## config.mk

```make
export PLATFORM = sky130hd
export DESIGN_NAME = light_load_phase_manager
export DESIGN_NICKNAME = d
export VERILOG_FILES = /design/src/hw/light_load_pkg.sv /design/src/hw/light_load_phase_manager.sv
export SDC_FILE = /design/constraint.sdc
export NUM_CORES = 1
export LEC_CHECK = 0
export ABC_AREA = 1
export BUFFER_PORTS_ARGS = -buffer_cell sky130_fd_sc_hd__clkbuf_2
export CAP_MARGIN = 25
export CELL_PAD_IN_SITES_DETAIL_PLACEMENT = 1
export CELL_PAD_IN_SITES_GLOBAL_PLACEMENT = 2
export CORE_MARGIN = 5
export CORE_UTILIZATION = 33
export CTS_CLUSTER_DIAMETER = 80
export CTS_CLUSTER_SIZE = 28
export DETAILED_ROUTE_END_ITERATION = 8
export GPL_TIMING_DRIVEN = 0
export HOLD_SLACK_MARGIN = 0.08
export PLACE_DENSITY_LB_ADDON = 0.1
export SLEW_MARGIN = 20
export SYNTH_ARGS = -nofsm -noshare
export SYNTH_HDL_FRONTEND = slang
export SYNTH_SLANG_ARGS = --single-unit
export TNS_END_PERCENT = 50
```

## constraint.sdc

```tcl
create_clock -name clock -period 2.65 [get_ports clock]
set_clock_uncertainty 0.05 [all_clocks]
set_input_delay 0.53 -clock clock [delete_from_list [all_inputs] [get_ports clock]]
set_output_delay 0.53 -clock clock [all_outputs]
set_load 0.02 [all_outputs]
```

## src/hw/light_load_pkg.sv

```systemverilog
// Constants for the light-load phase manager.
// Assumes a 100 MHz system clock and comparator results already digitised.
package light_load_pkg;
  // Strap decode
  typedef enum logic [1:0] {STRAP_LOW, STRAP_FLOAT, STRAP_HIGH, STRAP_BAD} strap_level_t;
  // Phase two states
  typedef enum logic [1:0] {PH2_ON, PH2_RAMP, PH2_OFF} ph2_state_t;
  // Timing
  localparam int CLK_MHZ = 100;
  localparam int HOLDOFF_US = 1500;
  localparam int HOLDOFF_CYCLES = HOLDOFF_US * CLK_MHZ;
  localparam int HOLD_W = 18;
  // Duty ramp: steps of the duty fraction, one per switching cycle
  localparam int DUTY_W = 8;
  localparam logic [DUTY_W-1:0] DUTY_FULL = 8'hff;
  localparam int RAMP_STEPS = 9;
  localparam logic [DUTY_W-1:0] DUTY_STEP = 8'h1d;
  localparam logic [DUTY_W-1:0] DUTY_ZERO = 8'h00;
  localparam logic [1:0] STRAP_LOW_CODE = 2'h0;
  localparam logic [1:0] STRAP_FLOAT_CODE = 2'h1;
  localparam logic [1:0] STRAP_HIGH_CODE = 2'h2;
endpackage

```

## src/hw/light_load_phase_manager.sv

```systemverilog
// Light-load phase manager: mode decode, phase-two shedding, ramp and hold-off.
// Assumes comparator inputs and switching-cycle strobe are synchronous to clock.
//
// Summary of operation
// Strap selects continuous, emulation, or emulation plus shedding
// Shedding decided by average current comparators
// No shedding while externally synchronised
// Below shed threshold, drop phase two
// Ramp phase two duty down over cycles
// Above restore threshold, restore phase two immediately
// Peak trip on either phase restores immediately
// Block shedding 1.5ms after restore
// Diode emulation turns synchronous switch off
// Diode emulation forced during soft-start
// Pulse skipping on either phase in emulation
// Hysteresis between thresholds; counters time ramp, hold-off
`timescale 1ns/1ns
`default_nettype none
module light_load_phase_manager
  import light_load_pkg::*;
#(
  parameter int HOLDOFF_COUNT = HOLDOFF_CYCLES
) (
  // Clock and reset
  input wire logic clock,
  input wire logic sys_rst,
  // Configuration
  input wire logic [1:0] light_load_config_strap,
  input wire logic ext_sync_active,
  input wire logic soft_start_active,
  // Switching and comparators
  input wire logic switch_cycle_tick,
  input wire logic avg_below_shed,
  input wire logic avg_above_restore,
  input wire logic [1:0] peak_current_trip,
  input wire logic [1:0] phase_current_negative,
  input wire logic [1:0] phase_pulse_unneeded,
  // Controls out
  output logic diode_emulation_mode,
  output logic phase_shedding,
  output logic continuous_conduction_mode,
  output logic phase2_enable,
  output logic [DUTY_W-1:0] phase2_duty_scale,
  output logic [1:0] sync_switch_off,
  output logic [1:0] pulse_skip,
  output logic shed_holdoff
);
  import light_load_pkg::*;

  // Decode helper shared by the strap checks below
  function automatic logic strap_is(input logic [1:0] code, input logic [1:0] level);
    // Code three matches no level, so it falls back to continuous conduction
    strap_is = (code == level);
  endfunction

  // Strap is sampled once after reset release; it must not change while running.
  // A strap that moved mid-run would flip the mode under a live power stage.
  logic strap_taken_reg;
  logic [1:0] strap_reg;
  ph2_state_t state_reg;
  ph2_state_t state_next;
  logic [DUTY_W-1:0] duty_reg;
  logic [DUTY_W-1:0] duty_next;
  logic [HOLD_W-1:0] hold_reg;
  logic [HOLD_W-1:0] hold_next;
  logic emu_reg;
  logic shed_reg;
  logic cont_reg;
  logic en_reg;
  logic hold_flag_reg;
  logic [1:0] sw_off_reg;
  logic [1:0] skip_reg;

  // Mode decode
  wire logic emu_cfg;
  wire logic shed_cfg;
  wire logic emu_eff;
  wire logic shed_ok;
  assign emu_cfg = strap_is(strap_reg, STRAP_HIGH_CODE) ||
    strap_is(strap_reg, STRAP_FLOAT_CODE);
  assign shed_cfg = strap_is(strap_reg, STRAP_FLOAT_CODE);
  // Soft-start forces emulation so a pre-biased output cannot pull current backwards
  assign emu_eff = emu_cfg || soft_start_active;
  // Shedding only runs from the internal oscillator
  assign shed_ok = shed_cfg && !ext_sync_active;

  // Phase-two decisions
  wire logic restore_req;
  wire logic hold_busy;
  wire logic shed_req;
  wire logic back_on;
  wire logic ramp_last;
  wire logic [HOLD_W-1:0] hold_load;
  assign restore_req = avg_above_restore || (|peak_current_trip);
  assign hold_busy = (hold_reg != '0);
  assign shed_req = shed_ok && avg_below_shed && !hold_busy;
  // Losing the shed permission counts as a restore, so phase two never stays parked
  assign back_on = restore_req || !shed_ok;
  // Last step lands exactly on zero and never wraps below it
  assign ramp_last = (duty_reg <= DUTY_STEP);
  // Hold-off reload; the full count only fits because the counter is sized for it
  assign hold_load = HOLD_W'(HOLDOFF_COUNT);

  always_ff @(posedge clock or posedge sys_rst) begin
    if (sys_rst) begin
      strap_taken_reg <= 1'b0;
      strap_reg <= STRAP_LOW_CODE;
    end else if (!strap_taken_reg) begin
      strap_taken_reg <= 1'b1;
      strap_reg <= light_load_config_strap;
    end
  end

  // Restore wins over any shed or ramp, so a load step never waits on the ramp
  always_comb begin
    state_next = state_reg;
    duty_next = duty_reg;
    hold_next = hold_reg;
    if (hold_busy) begin
      hold_next = hold_reg - 1'b1;
    end
    case (state_reg)
      PH2_ON: begin
        duty_next = DUTY_FULL;
        if (shed_req && !restore_req) begin
          state_next = PH2_RAMP;
        end
      end
      PH2_RAMP: begin
        // Restore wins even mid-ramp; the hold-off starts afresh
        if (back_on) begin
          state_next = PH2_ON;
          duty_next = DUTY_FULL;
          hold_next = hold_load;
        end else if (switch_cycle_tick) begin
          if (ramp_last) begin
            duty_next = DUTY_ZERO;
            state_next = PH2_OFF;
          end else begin
            duty_next = duty_reg - DUTY_STEP;
          end
        end
      end
      PH2_OFF: begin
        duty_next = DUTY_ZERO;
        // Between thresholds the phase stays off
        // Either restore cause brings the phase back at full duty at once
        if (back_on) begin
          state_next = PH2_ON;
          duty_next = DUTY_FULL;
          hold_next = hold_load;
        end
      end
      default: begin
        state_next = PH2_ON;
        duty_next = DUTY_FULL;
      end
    endcase
  end

  always_ff @(posedge clock or posedge sys_rst) begin
    if (sys_rst) begin
      state_reg <= PH2_ON;
      duty_reg <= DUTY_FULL;
      hold_reg <= '0;
    end else begin
      state_reg <= state_next;
      duty_reg <= duty_next;
      hold_reg <= hold_next;
    end
  end

  // Mode outputs
  always_ff @(posedge clock or posedge sys_rst) begin
    if (sys_rst) begin
      emu_reg <= 1'b0;
      shed_reg <= 1'b0;
      cont_reg <= 1'b1;
    end else begin
      emu_reg <= emu_eff;
      shed_reg <= shed_ok;
      cont_reg <= !emu_eff;
    end
  end

  // Phase-two outputs
  always_ff @(posedge clock or posedge sys_rst) begin
    if (sys_rst) begin
      en_reg <= 1'b1;
      hold_flag_reg <= 1'b0;
    end else begin
      en_reg <= (state_next != PH2_OFF);
      hold_flag_reg <= (hold_next != '0);
    end
  end

  // Switch gating is one cycle late; the stage's own comparator is the fast guard
  always_ff @(posedge clock or posedge sys_rst) begin
    if (sys_rst) begin
      sw_off_reg <= 2'h0;
      skip_reg <= 2'h0;
    end else begin
      sw_off_reg <= emu_eff ? phase_current_negative : 2'h0;
      skip_reg <= emu_eff ? phase_pulse_unneeded : 2'h0;
    end
  end

  assign diode_emulation_mode = emu_reg;
  assign phase_shedding = shed_reg;
  assign continuous_conduction_mode = cont_reg;
  assign phase2_enable = en_reg;
  assign phase2_duty_scale = duty_reg;
  assign sync_switch_off = sw_off_reg;
  assign pulse_skip = skip_reg;
  assign shed_holdoff = hold_flag_reg;
endmodule
`default_nettype wire

```

# Word-level counts from Yosys, hierarchy flattened
# Cells that the tools add are included.
[op_classes] addsub=2 magnitude_cmp=1 n_eq_ne=6 muxes=16 n_reduce_logical=18
[op_table] cell="$mux W18" count=3
[op_table] cell="$reduce_bool A18 Y1" count=2
[op_table] cell="$mux W8" count=4
[op_table] cell="$sub A18 B1 Y18 const B" count=1
[op_table] cell="$pmux W8 S2" count=1
[op_table] cell="$mux W2" count=7
[op_table] cell="$le A8 B5 Y1 const B" count=1
[op_table] cell="$sub A8 B5 Y8 const B" count=1
[op_table] cell="$pmux W2 S3" count=1
[op_table] cell="$logic_not A1 Y1" count=5
[op_table] cell="$eq A2 B1 Y1 const B" count=2
[op_table] cell="$eq A2 B2 Y1 const B" count=2
[op_table] cell="$logic_and A1 B1 Y1" count=4
[op_table] cell="$logic_or A1 B1 Y1" count=4
[op_table] cell="$reduce_or A2 Y1" count=2
[op_table] cell="$ne A3 B3 Y1 const B" count=1
[op_table] cell="$logic_not A2 Y1" count=1
[op_table] cell="$ne A2 B2 Y1 const B" count=1
[word_totals] reg_bits=40 inputBits=15 wordCells=55

# Depth between registers and ports, before layout
# Gate-level depths: netlist of the first run.
[logic_depth] depth_word=8 mapped_depth=13

# Worst setup path after synthesis of the first run
# Ideal clock, no wire load.
[synth_path] path_type="reg-to-reg" start="reg duty_reg[0], in the netlist phase2_duty_scale[0]" end="reg duty_reg[1], in the netlist phase2_duty_scale[1]" setup_time_ns=0.082 arrival_ns=1.729 required_time_ns=2.518 path_slack_ns=0.789 stages_incl_launch_ff=10 n_path_buf=0 period_less_slack_ns=1.861 cell_sequence="dfstp_2 inv_1 ha_1 nor2_1 nand4_1 nand3_1 inv_1 o21ai_0 nand2_1 a22oi_1"
[synth_between] elab_chain_len=5 word_cells_on_any_way=6 classes_between="add/sub (1); order compare (1); mux (4)"
[synth_rtl] item="from (decl)" line_no="light_load_phase_manager.sv:62" text="logic [DUTY_W-1:0] duty_reg;"
[synth_rtl] item="from (signal assigned)" line_no="light_load_phase_manager.sv:168" text="duty_reg <= duty_next;"
[synth_rtl] item="$sub A8 B5 Y8 or $le A8 B5 Y1 (tied branches)" line_no="light_load_phase_manager.sv:140, light_load_phase_manager.sv:100"
[synth_rtl] item="$mux W8 *" line_no="light_load_phase_manager.sv:136" text="if (ramp_last) begin"
[synth_rtl] item="$mux W8 *" line_no="light_load_phase_manager.sv:135" text="end else if (switch_cycle_tick) begin"
[synth_rtl] item="$mux W8 *" line_no="light_load_phase_manager.sv:131" text="if (back_on) begin"
[synth_rtl] item="$pmux W8 S2 *" line_no="light_load_phase_manager.sv:122" text="case (state_reg)"
# Every way passes the cells marked *; elsewhere a longest branch is shown, timed or not. The select of a mux whose other input is x is not followed.
# A chain may end at the register's enable or synchronous reset.

# Final worst setup path of the first run
[layout_path] start="reg hold_reg[0]" end="reg hold_flag_reg, in the netlist shed_holdoff"
[layout_between] elab_chain_len=5 word_cells_on_any_way=6 classes_between="add/sub (1); mux (3); reduce/logical (2)"
[layout_rtl] item="from (decl)" line_no="light_load_phase_manager.sv:64" text="logic [HOLD_W-1:0] hold_reg;"
[layout_rtl] item="from (signal assigned)" line_no="light_load_phase_manager.sv:169" text="hold_reg <= hold_next;"
[layout_rtl] item="$sub A18 B1 Y18 or $reduce_bool A18 Y1 (tied branches)" line_no="light_load_phase_manager.sv:120, light_load_phase_manager.sv:95"
[layout_rtl] item="$mux W18 *" line_no="light_load_phase_manager.sv:119" text="if (hold_busy) begin"
[layout_rtl] item="$mux W18" line_no="light_load_phase_manager.sv:131, light_load_phase_manager.sv:148"
[layout_rtl] item="$mux W18 *"
[layout_rtl] item="$reduce_bool A18 Y1 *" line_no="light_load_phase_manager.sv:193" text="hold_flag_reg <= (hold_next != '0);"
[layout_rtl] item="to (signal assigned)" line_no="light_load_phase_manager.sv:193"
[layout_rtl] item="to (decl)" line_no="light_load_phase_manager.sv:70" text="logic hold_flag_reg;"
# Every way passes the cells marked *; elsewhere a longest branch is shown, timed or not.

==> metrics, run 1 <==
flops & latches, synth=40; fmax=0.435 GHz; Startpoint Class=flip-flop; PortBufs=31; CTS clock-pin slew for the worst setup and hold paths=80 ps; Setup CP Type=flip-flop to flip-flop; Routed Antenna Nets=0; RSZ-0062 raised after global routing=false; Final Hold Viols=0; reg-to-reg slack, setup=350 ps; Peak VDD IR=0.000306 V; combinational share of power=21.4%; Resized cells post-CTS=0; worst hold path class=primary input to async pin; gpl congestion=0.773; Largest register FFs=18; layout cells sized above 1=21.3%; RR Endpoint=shed_holdoff$_DFF_PP0_; critical path, cell by cell=inv_1 -> ha_1 -> nand2_4 -> nor2_8 -> nand3_4 -> buf_6 -> nand2_2 -> o21ai_1 -> nor2_1 -> nand2_1 -> nor2_1 -> nand3_1; Crit Path Max Fanout=10; Worst R2R Start=hold_reg[0]$_DFF_PP0_; Die Width=94.6 um; Power Density=584 nW/um2; grt ovf=0; Clock Root Buffer=clkbuf_8; Worst EP required=2780 ps; Internal=1.09 mW; Post-Synthesis Mean Instance Area=7.80 um2; period utilization=86.8%; mux cell area share after synthesis=0.477%; cells after synthesis=303; P_sw=0.524 mW; Worst path slowest cell=dfrtp_1; TritonCTS buffer count=5; crit path capture type=flip-flop; Setup TNS=0 ps; post-synthesis adder-cell area fraction=4.24%; pin count of the biggest net entering global routing=30; 1st-pass router iterations=4; wire per inst=14.0 um; relative slew slack=58.6%; Setup Viol. Count Final=0; CTS tree=built; Starting Density=34.4%; status=complete, no violations; initial antenna violation count=0; post-layout minimum cycle time=2300 ps; DR vias/cell=4.68; sequential power share=46.9%; antenna cells=0; Global Route Usage Sum=15.0%; area grow syn2layout=17.1%; CTS H-Tree Depth=2; EDFF count, synth=0; synthesized cell area=2360 um2; Synth warnings=0; nets@finish=365; # Post-CTS Setup Buffers=0; count of cell types in the netlist=35; setup ws final=351 ps; synthesized net count=326; drt total wl=6140 um; drt drc=0; Register-to-Register Path Depth=12; Post-Synth Simple-Gate Area=30.8%; leakage power=1.44 nW; Clock Path Buffers=2; 1st-iter DRT viols=59; CP max stage delay=380 ps; Worst EP arrival=2430 ps; core region area=6870 um2; Clk Latency, worst-skew pair=300 ps; Post-Synth XOR/XNOR Area=1.85%; register area share after synthesis=42.9%; vias=2053; first-pass GRT wire length=10300 um; # rows=30; # Max-Cap Violations=0; vias in the first global route=2149; Die Ht=94.6 um; Least-Margin Pin Slew=619 ps; Final Max Tran Viols=0; total die area=8950 um2; largest family of logic cells by synthesized area=simple AND/OR/NAND/NOR gates; clk sink count=40; power share of the clock group=31.7%; Primary FF master, synth=dfrtp_1; DP HPWL=4650 um; # IOs=32; Synth Area in Compound Gates=9.64%; hold_buf cts=0; most used cell, CP=nor2_1; asr flop ratio synth=100%; worst slack at placement=325 ps; Switching Fraction=32.4%
==> worst max-delay path, delay by kind of cell, from the launching register on <==
kind | cells | cell delay (ps)
flops | 1 | 380
compound gates | 1 | 70
buf+inv | 2 | 350
simple gates | 8 | 1000
fa+ha+maj | 1 | 300
==> layer usage <==
layer | part of all wire (%) | track usage (%) | vias up | wire (um)
li1 | - | - | 1035 | -
met5 | 0 | 0 | - | 0
met1 | 50 | 20.8 | 976 | 3050
met4 | 1.3 | 4.69 | 0 | 82
met2 | 45 | 23.1 | 36 | 2760
met3 | 4.0 | 3.51 | 6 | 244
==> Yosys cell counts (2+ instances only) <==
cell | instances | area share [%]
nand2_1 | 57 | 9.1
inv_1 | 56 | 8.9
nor2_1 | 40 | 6.4
dfrtp_1 | 30 | 32
nand3_1 | 23 | 4.9
o21ai_0 | 12 | 2.5
dfstp_2 | 10 | 11
a21oi_1 | 8 | 1.7
ha_1 | 8 | 4.2
a22oi_1 | 7 | 2.2
nand4_1 | 7 | 1.9
nor2_2 | 7 | 1.9
nand2_2 | 4 | 1.1
nor3_1 | 4 | 0.85
xor2_1 | 4 | 1.5
buf_2 | 2 | 0.42
nand3b_1 | 2 | 0.64
nor2_8 | 2 | 1.7
o211ai_1 | 2 | 0.64
o21ai_1 | 2 | 0.42
o31ai_1 | 2 | 0.64
==> cell type report <==
class,instances,area [um2]
inverter,56,210
timing repair buffer,32,175
clock buffer,6,72.6
clock inverter,2,35.0
tap,96,120
buffer,4,25.0
multi-input combinational,203,1110
sequential,40,1010
fill,866,4100
==> logic make-up (layout without fill, tap and decap cells) <==
logic type	Yosys count	count (layout)
AO/OA/AOI/OAI	37	37
multiplexers	1	1
AND/OR/NAND/NOR	151	151
adder cells (fa/ha/maj)	8	8
XOR/XNOR	5	5
buffers and inverters	60	100
other	1	1
flip-flops	40	40
==> through the flow <==
stage	instances	hold WS (ps)	cell area (um2)	util, %	total power [mW]
global placement	430	425	2640	38.4	1.11
detailed placement	431	434	2660	38.7	1.12
finish	439	102	2770	40.3	1.62
CTS	439	102	2770	40.3	1.65
floorplan	303	402	2360	-	1.02
global route	439	121	2770	40.3	1.72
==> layout by cell type, fill, tap and decap left out, types with 4 or more instances in the layout <==
cell type / count
a21oi_1: 8
a22oi_1: 7
clkbuf_2: 31
clkbuf_8: 5
dfrtp_1: 30
dfstp_2: 10
ha_1: 8
inv_1: 55
nand2_1: 57
nand2_2: 4
nand3_1: 23
nand4_1: 7
nor2_1: 40
nor2_2: 7
nor3_1: 4
o21ai_0: 12
xor2_1: 4
==> power by group through the flow <==
| stage | Combinational (mW) | Clock [mW] | Sequential, mW |
|---|---|---|---|
| floorplan | 0.247 | 0 | 0.769 |
| global placement | 0.342 | 0 | 0.768 |
| detailed placement | 0.351 | 0 | 0.769 |
| CTS | 0.352 | 0.535 | 0.759 |
| global route | 0.397 | 0.554 | 0.770 |
| finish | 0.345 | 0.512 | 0.758 |
==> worst max-delay path by stage <==
stage                                     startpoint                          endpoint  slack [ps]  cells past startpoint
CTS                            hold_reg[0]$_DFF_PP0_            shed_holdoff$_DFF_PP0_         300                     12
global route                   hold_reg[0]$_DFF_PP0_            shed_holdoff$_DFF_PP0_         110                     12
detailed placement             hold_reg[0]$_DFF_PP0_            shed_holdoff$_DFF_PP0_         330                     12
finish                         hold_reg[0]$_DFF_PP0_            shed_holdoff$_DFF_PP0_         350                     12
global placement               hold_reg[0]$_DFF_PP0_            shed_holdoff$_DFF_PP0_         330                     12
floorplan           phase2_duty_scale[0]$_DFFE_PP1P_  phase2_duty_scale[1]$_DFFE_PP1P_         790                      9
Power figures use the tool's default switching activity.
==> run 2: changes to the inputs <==
ABC_AREA = 0   (was 1)
CORE_UTILIZATION = 35   (was 33)
==> metrics, run 2 <==
routing usage on met3=3.75%; 1st-pass router iterations=4; total die area=8150 um2; worst hold path class=primary input to async pin; Yosys top cell by area=dfrtp_1; clk sink count=40; Startpoint Class=flip-flop; Global Route Usage Sum=15.2%; Setup TNS=0 ps; grt ovf=0; synthesized net count=258; Crit Path Max Fanout=8; # Max-Cap Violations=0; count of cell types in the netlist=54; share of the synthesized area in the top cell type=33.3%; GR peak layer=met2; Least-Margin Pin Slew=606 ps; EDFF count, synth=0; Final Max Tran Viols=0; synthesized cell area=2260 um2; most common cell after layout, fill and taps aside=clkbuf_2; pin count of the biggest net entering global routing=31; RR Endpoint=shed_holdoff$_DFF_PP0_; drt total wl=5970 um; first-pass GRT wire length=10200 um; Setup CP Type=flip-flop to flip-flop; M2 GR Usage=23.0%; initial antenna violation count=0; Worst EP arrival=2610 ps; layout cells sized above 1=29.6%; Routed Antenna Nets=0; Worst EP required=2750 ps; Peak VDD IR=0.000356 V; global routing usage on met1=22.0%; vias in the first global route=2009; Worst R2R Start=hold_reg[2]$_DFF_PP0_; CTS clock-pin slew for the worst setup and hold paths=90 ps; most frequent cells after synthesis=dfrtp_1 (30), nor2_1 (21), o21ai_0 (19); CTS tree=built; vias=1896; gpl congestion=0.791; Register-to-Register Path Depth=7; Largest register FFs=18; Synth warnings=0; asr flop ratio synth=100%; PortBufs=31; Clk Latency, worst-skew pair=300 ps; wire per inst=16.9 um; Setup Viol. Count Final=0; Primary FF master, synth=dfrtp_1; Post-Synthesis Mean Instance Area=9.60 um2; cells after synthesis=235; Power Density=643 nW/um2; hold_buf cts=0; # IOs=32; Starting Density=35.7%; count leader, synth=dfrtp_1; Clock Path Buffers=2; Min Hold Slack=91.3 ps; drt drc=0; antenna cells=0; DR vias/cell=5.36; register area share after synthesis=44.9%; crit path capture type=flip-flop; DP HPWL=4360 um; Die Ht=90.3 um; area grow syn2layout=21.7%; Final Hold Viols=0; Die Width=90.3 um; core region area=6310 um2; period utilization=94.7%; flops & latches, synth=40; relative slew slack=59.1%; post-layout minimum cycle time=2510 ps; fmax=0.399 GHz; CTS H-Tree Depth=2; reg-to-reg slack, setup=140 ps; leakage power=1.13 nW; TritonCTS buffer count=5; # rows=29; nets@finish=299; status=complete, no violations; ranking of synthesized cells by area=dfrtp_1 (33%), dfstp_2 (12%), ha_1 (4.4%); Clock Root Buffer=clkbuf_8; 1st-iter DRT viols=45; most frequent cells in the layout=clkbuf_2 (31), dfrtp_1 (28), nor2_1 (21)
-- run 2: changes by cell type in the layout (fill, tap and decap cells not counted), sizes merged, moves of 5 or more --
cell   before  now
inv        56   14
a22oi       7    1
nor2       50   22
nand4       7    1
and2        0    5
o21ai      14   20
nand3      25   10
nor4        0    6
nand2      62   15
-- run 2: worst max path at each step --
stage | from | to | cells past startpoint
after floorplan | hold_reg[0]$_DFF_PP0_ | shed_holdoff$_DFF_PP0_ | 8
after global placement | hold_reg[0]$_DFF_PP0_ | shed_holdoff$_DFF_PP0_ | 8
after detailed placement | hold_reg[0]$_DFF_PP0_ | shed_holdoff$_DFF_PP0_ | 8
after CTS | hold_reg[0]$_DFF_PP0_ | shed_holdoff$_DFF_PP0_ | 8
after global routing | strap_reg[1]$_DFFE_PP0N_ | shed_holdoff$_DFF_PP0_ | 9
final | hold_reg[2]$_DFF_PP0_ | shed_holdoff$_DFF_PP0_ | 7
-- run 2: per-stage QoR --
step / cell area, um2 / instances / util (%) / total power [mW] / worst slack, ps
2_1_floorplan: 2260 / 235 / - / 1.07 / 182
3_3_place_gp: 2510 / 343 / 39.7 / 1.19 / -284
3_5_place_dp: 2530 / 344 / 40.0 / 1.20 / -348
4_1_cts: 2690 / 353 / 42.6 / 1.76 / 43.5
5_1_grt: 2750 / 354 / 43.5 / 1.88 / -19.6
6_report: 2750 / 354 / 43.5 / 1.77 / 142
-- run 2: where the power goes --
group / switching, mW / internal [mW] / leakage, nW / total (mW)
Sequential: 0.107 / 0.689 / 0.458 / 0.796
Clock: 0.245 / 0.284 / 0.0548 / 0.529
Combinational: 0.246 / 0.194 / 0.621 / 0.440
-- run 2: kinds of logic after synthesis --
kind of cell	count (synthesis)	share of synthesized area (%)
AOI/OAI and AO/OA	58	17.2
xor gates and xnor gates	9	3.49
adders and majority gates	8	4.44
buffers and inverters	18	3.44
DFF	40	44.9
muxes	5	2.33
other	1	0.166
and+or+nand+nor	96	24.0
-- run 2: critical path, cell delays in order, from the launching register on --
cell and delay [ps]:
dfrtp_1 380, buf_6 140, nor4_4 480, nand3_2 240, o41ai_1 560, o311ai_4 220, nor2b_2 160, nand4_1 130
-- run 2: metal layers --
metal  part of all wire (%)  vias up  routed length [um]
li1                       -      931                   -
met1                     50      929                3000
met2                     46       31                2740
met3                    3.2        5                 194
met4                   0.57        0                  34
met5                      0        -                   0
-- run 2: area by class of cell --
class                           count  area (um2)
Clock buffer                        5        68.8
Sequential cell                    40        1020
Tap cell                           77        96.3
Fill cell                         739        3570
Inverter                           13        48.8
Clock inverter                      3        46.3
Buffer                              5        31.3
Timing Repair Buffer               34         190
Multi-Input combinational cell    177        1250
-- run 2: what timing repair did --
item | in CTS | in global routing
resized for setup | 8 | 10
pin swaps | 0 | 3
endpoints found under the setup margin | 1 | 2
buffers inserted | 1 | 1
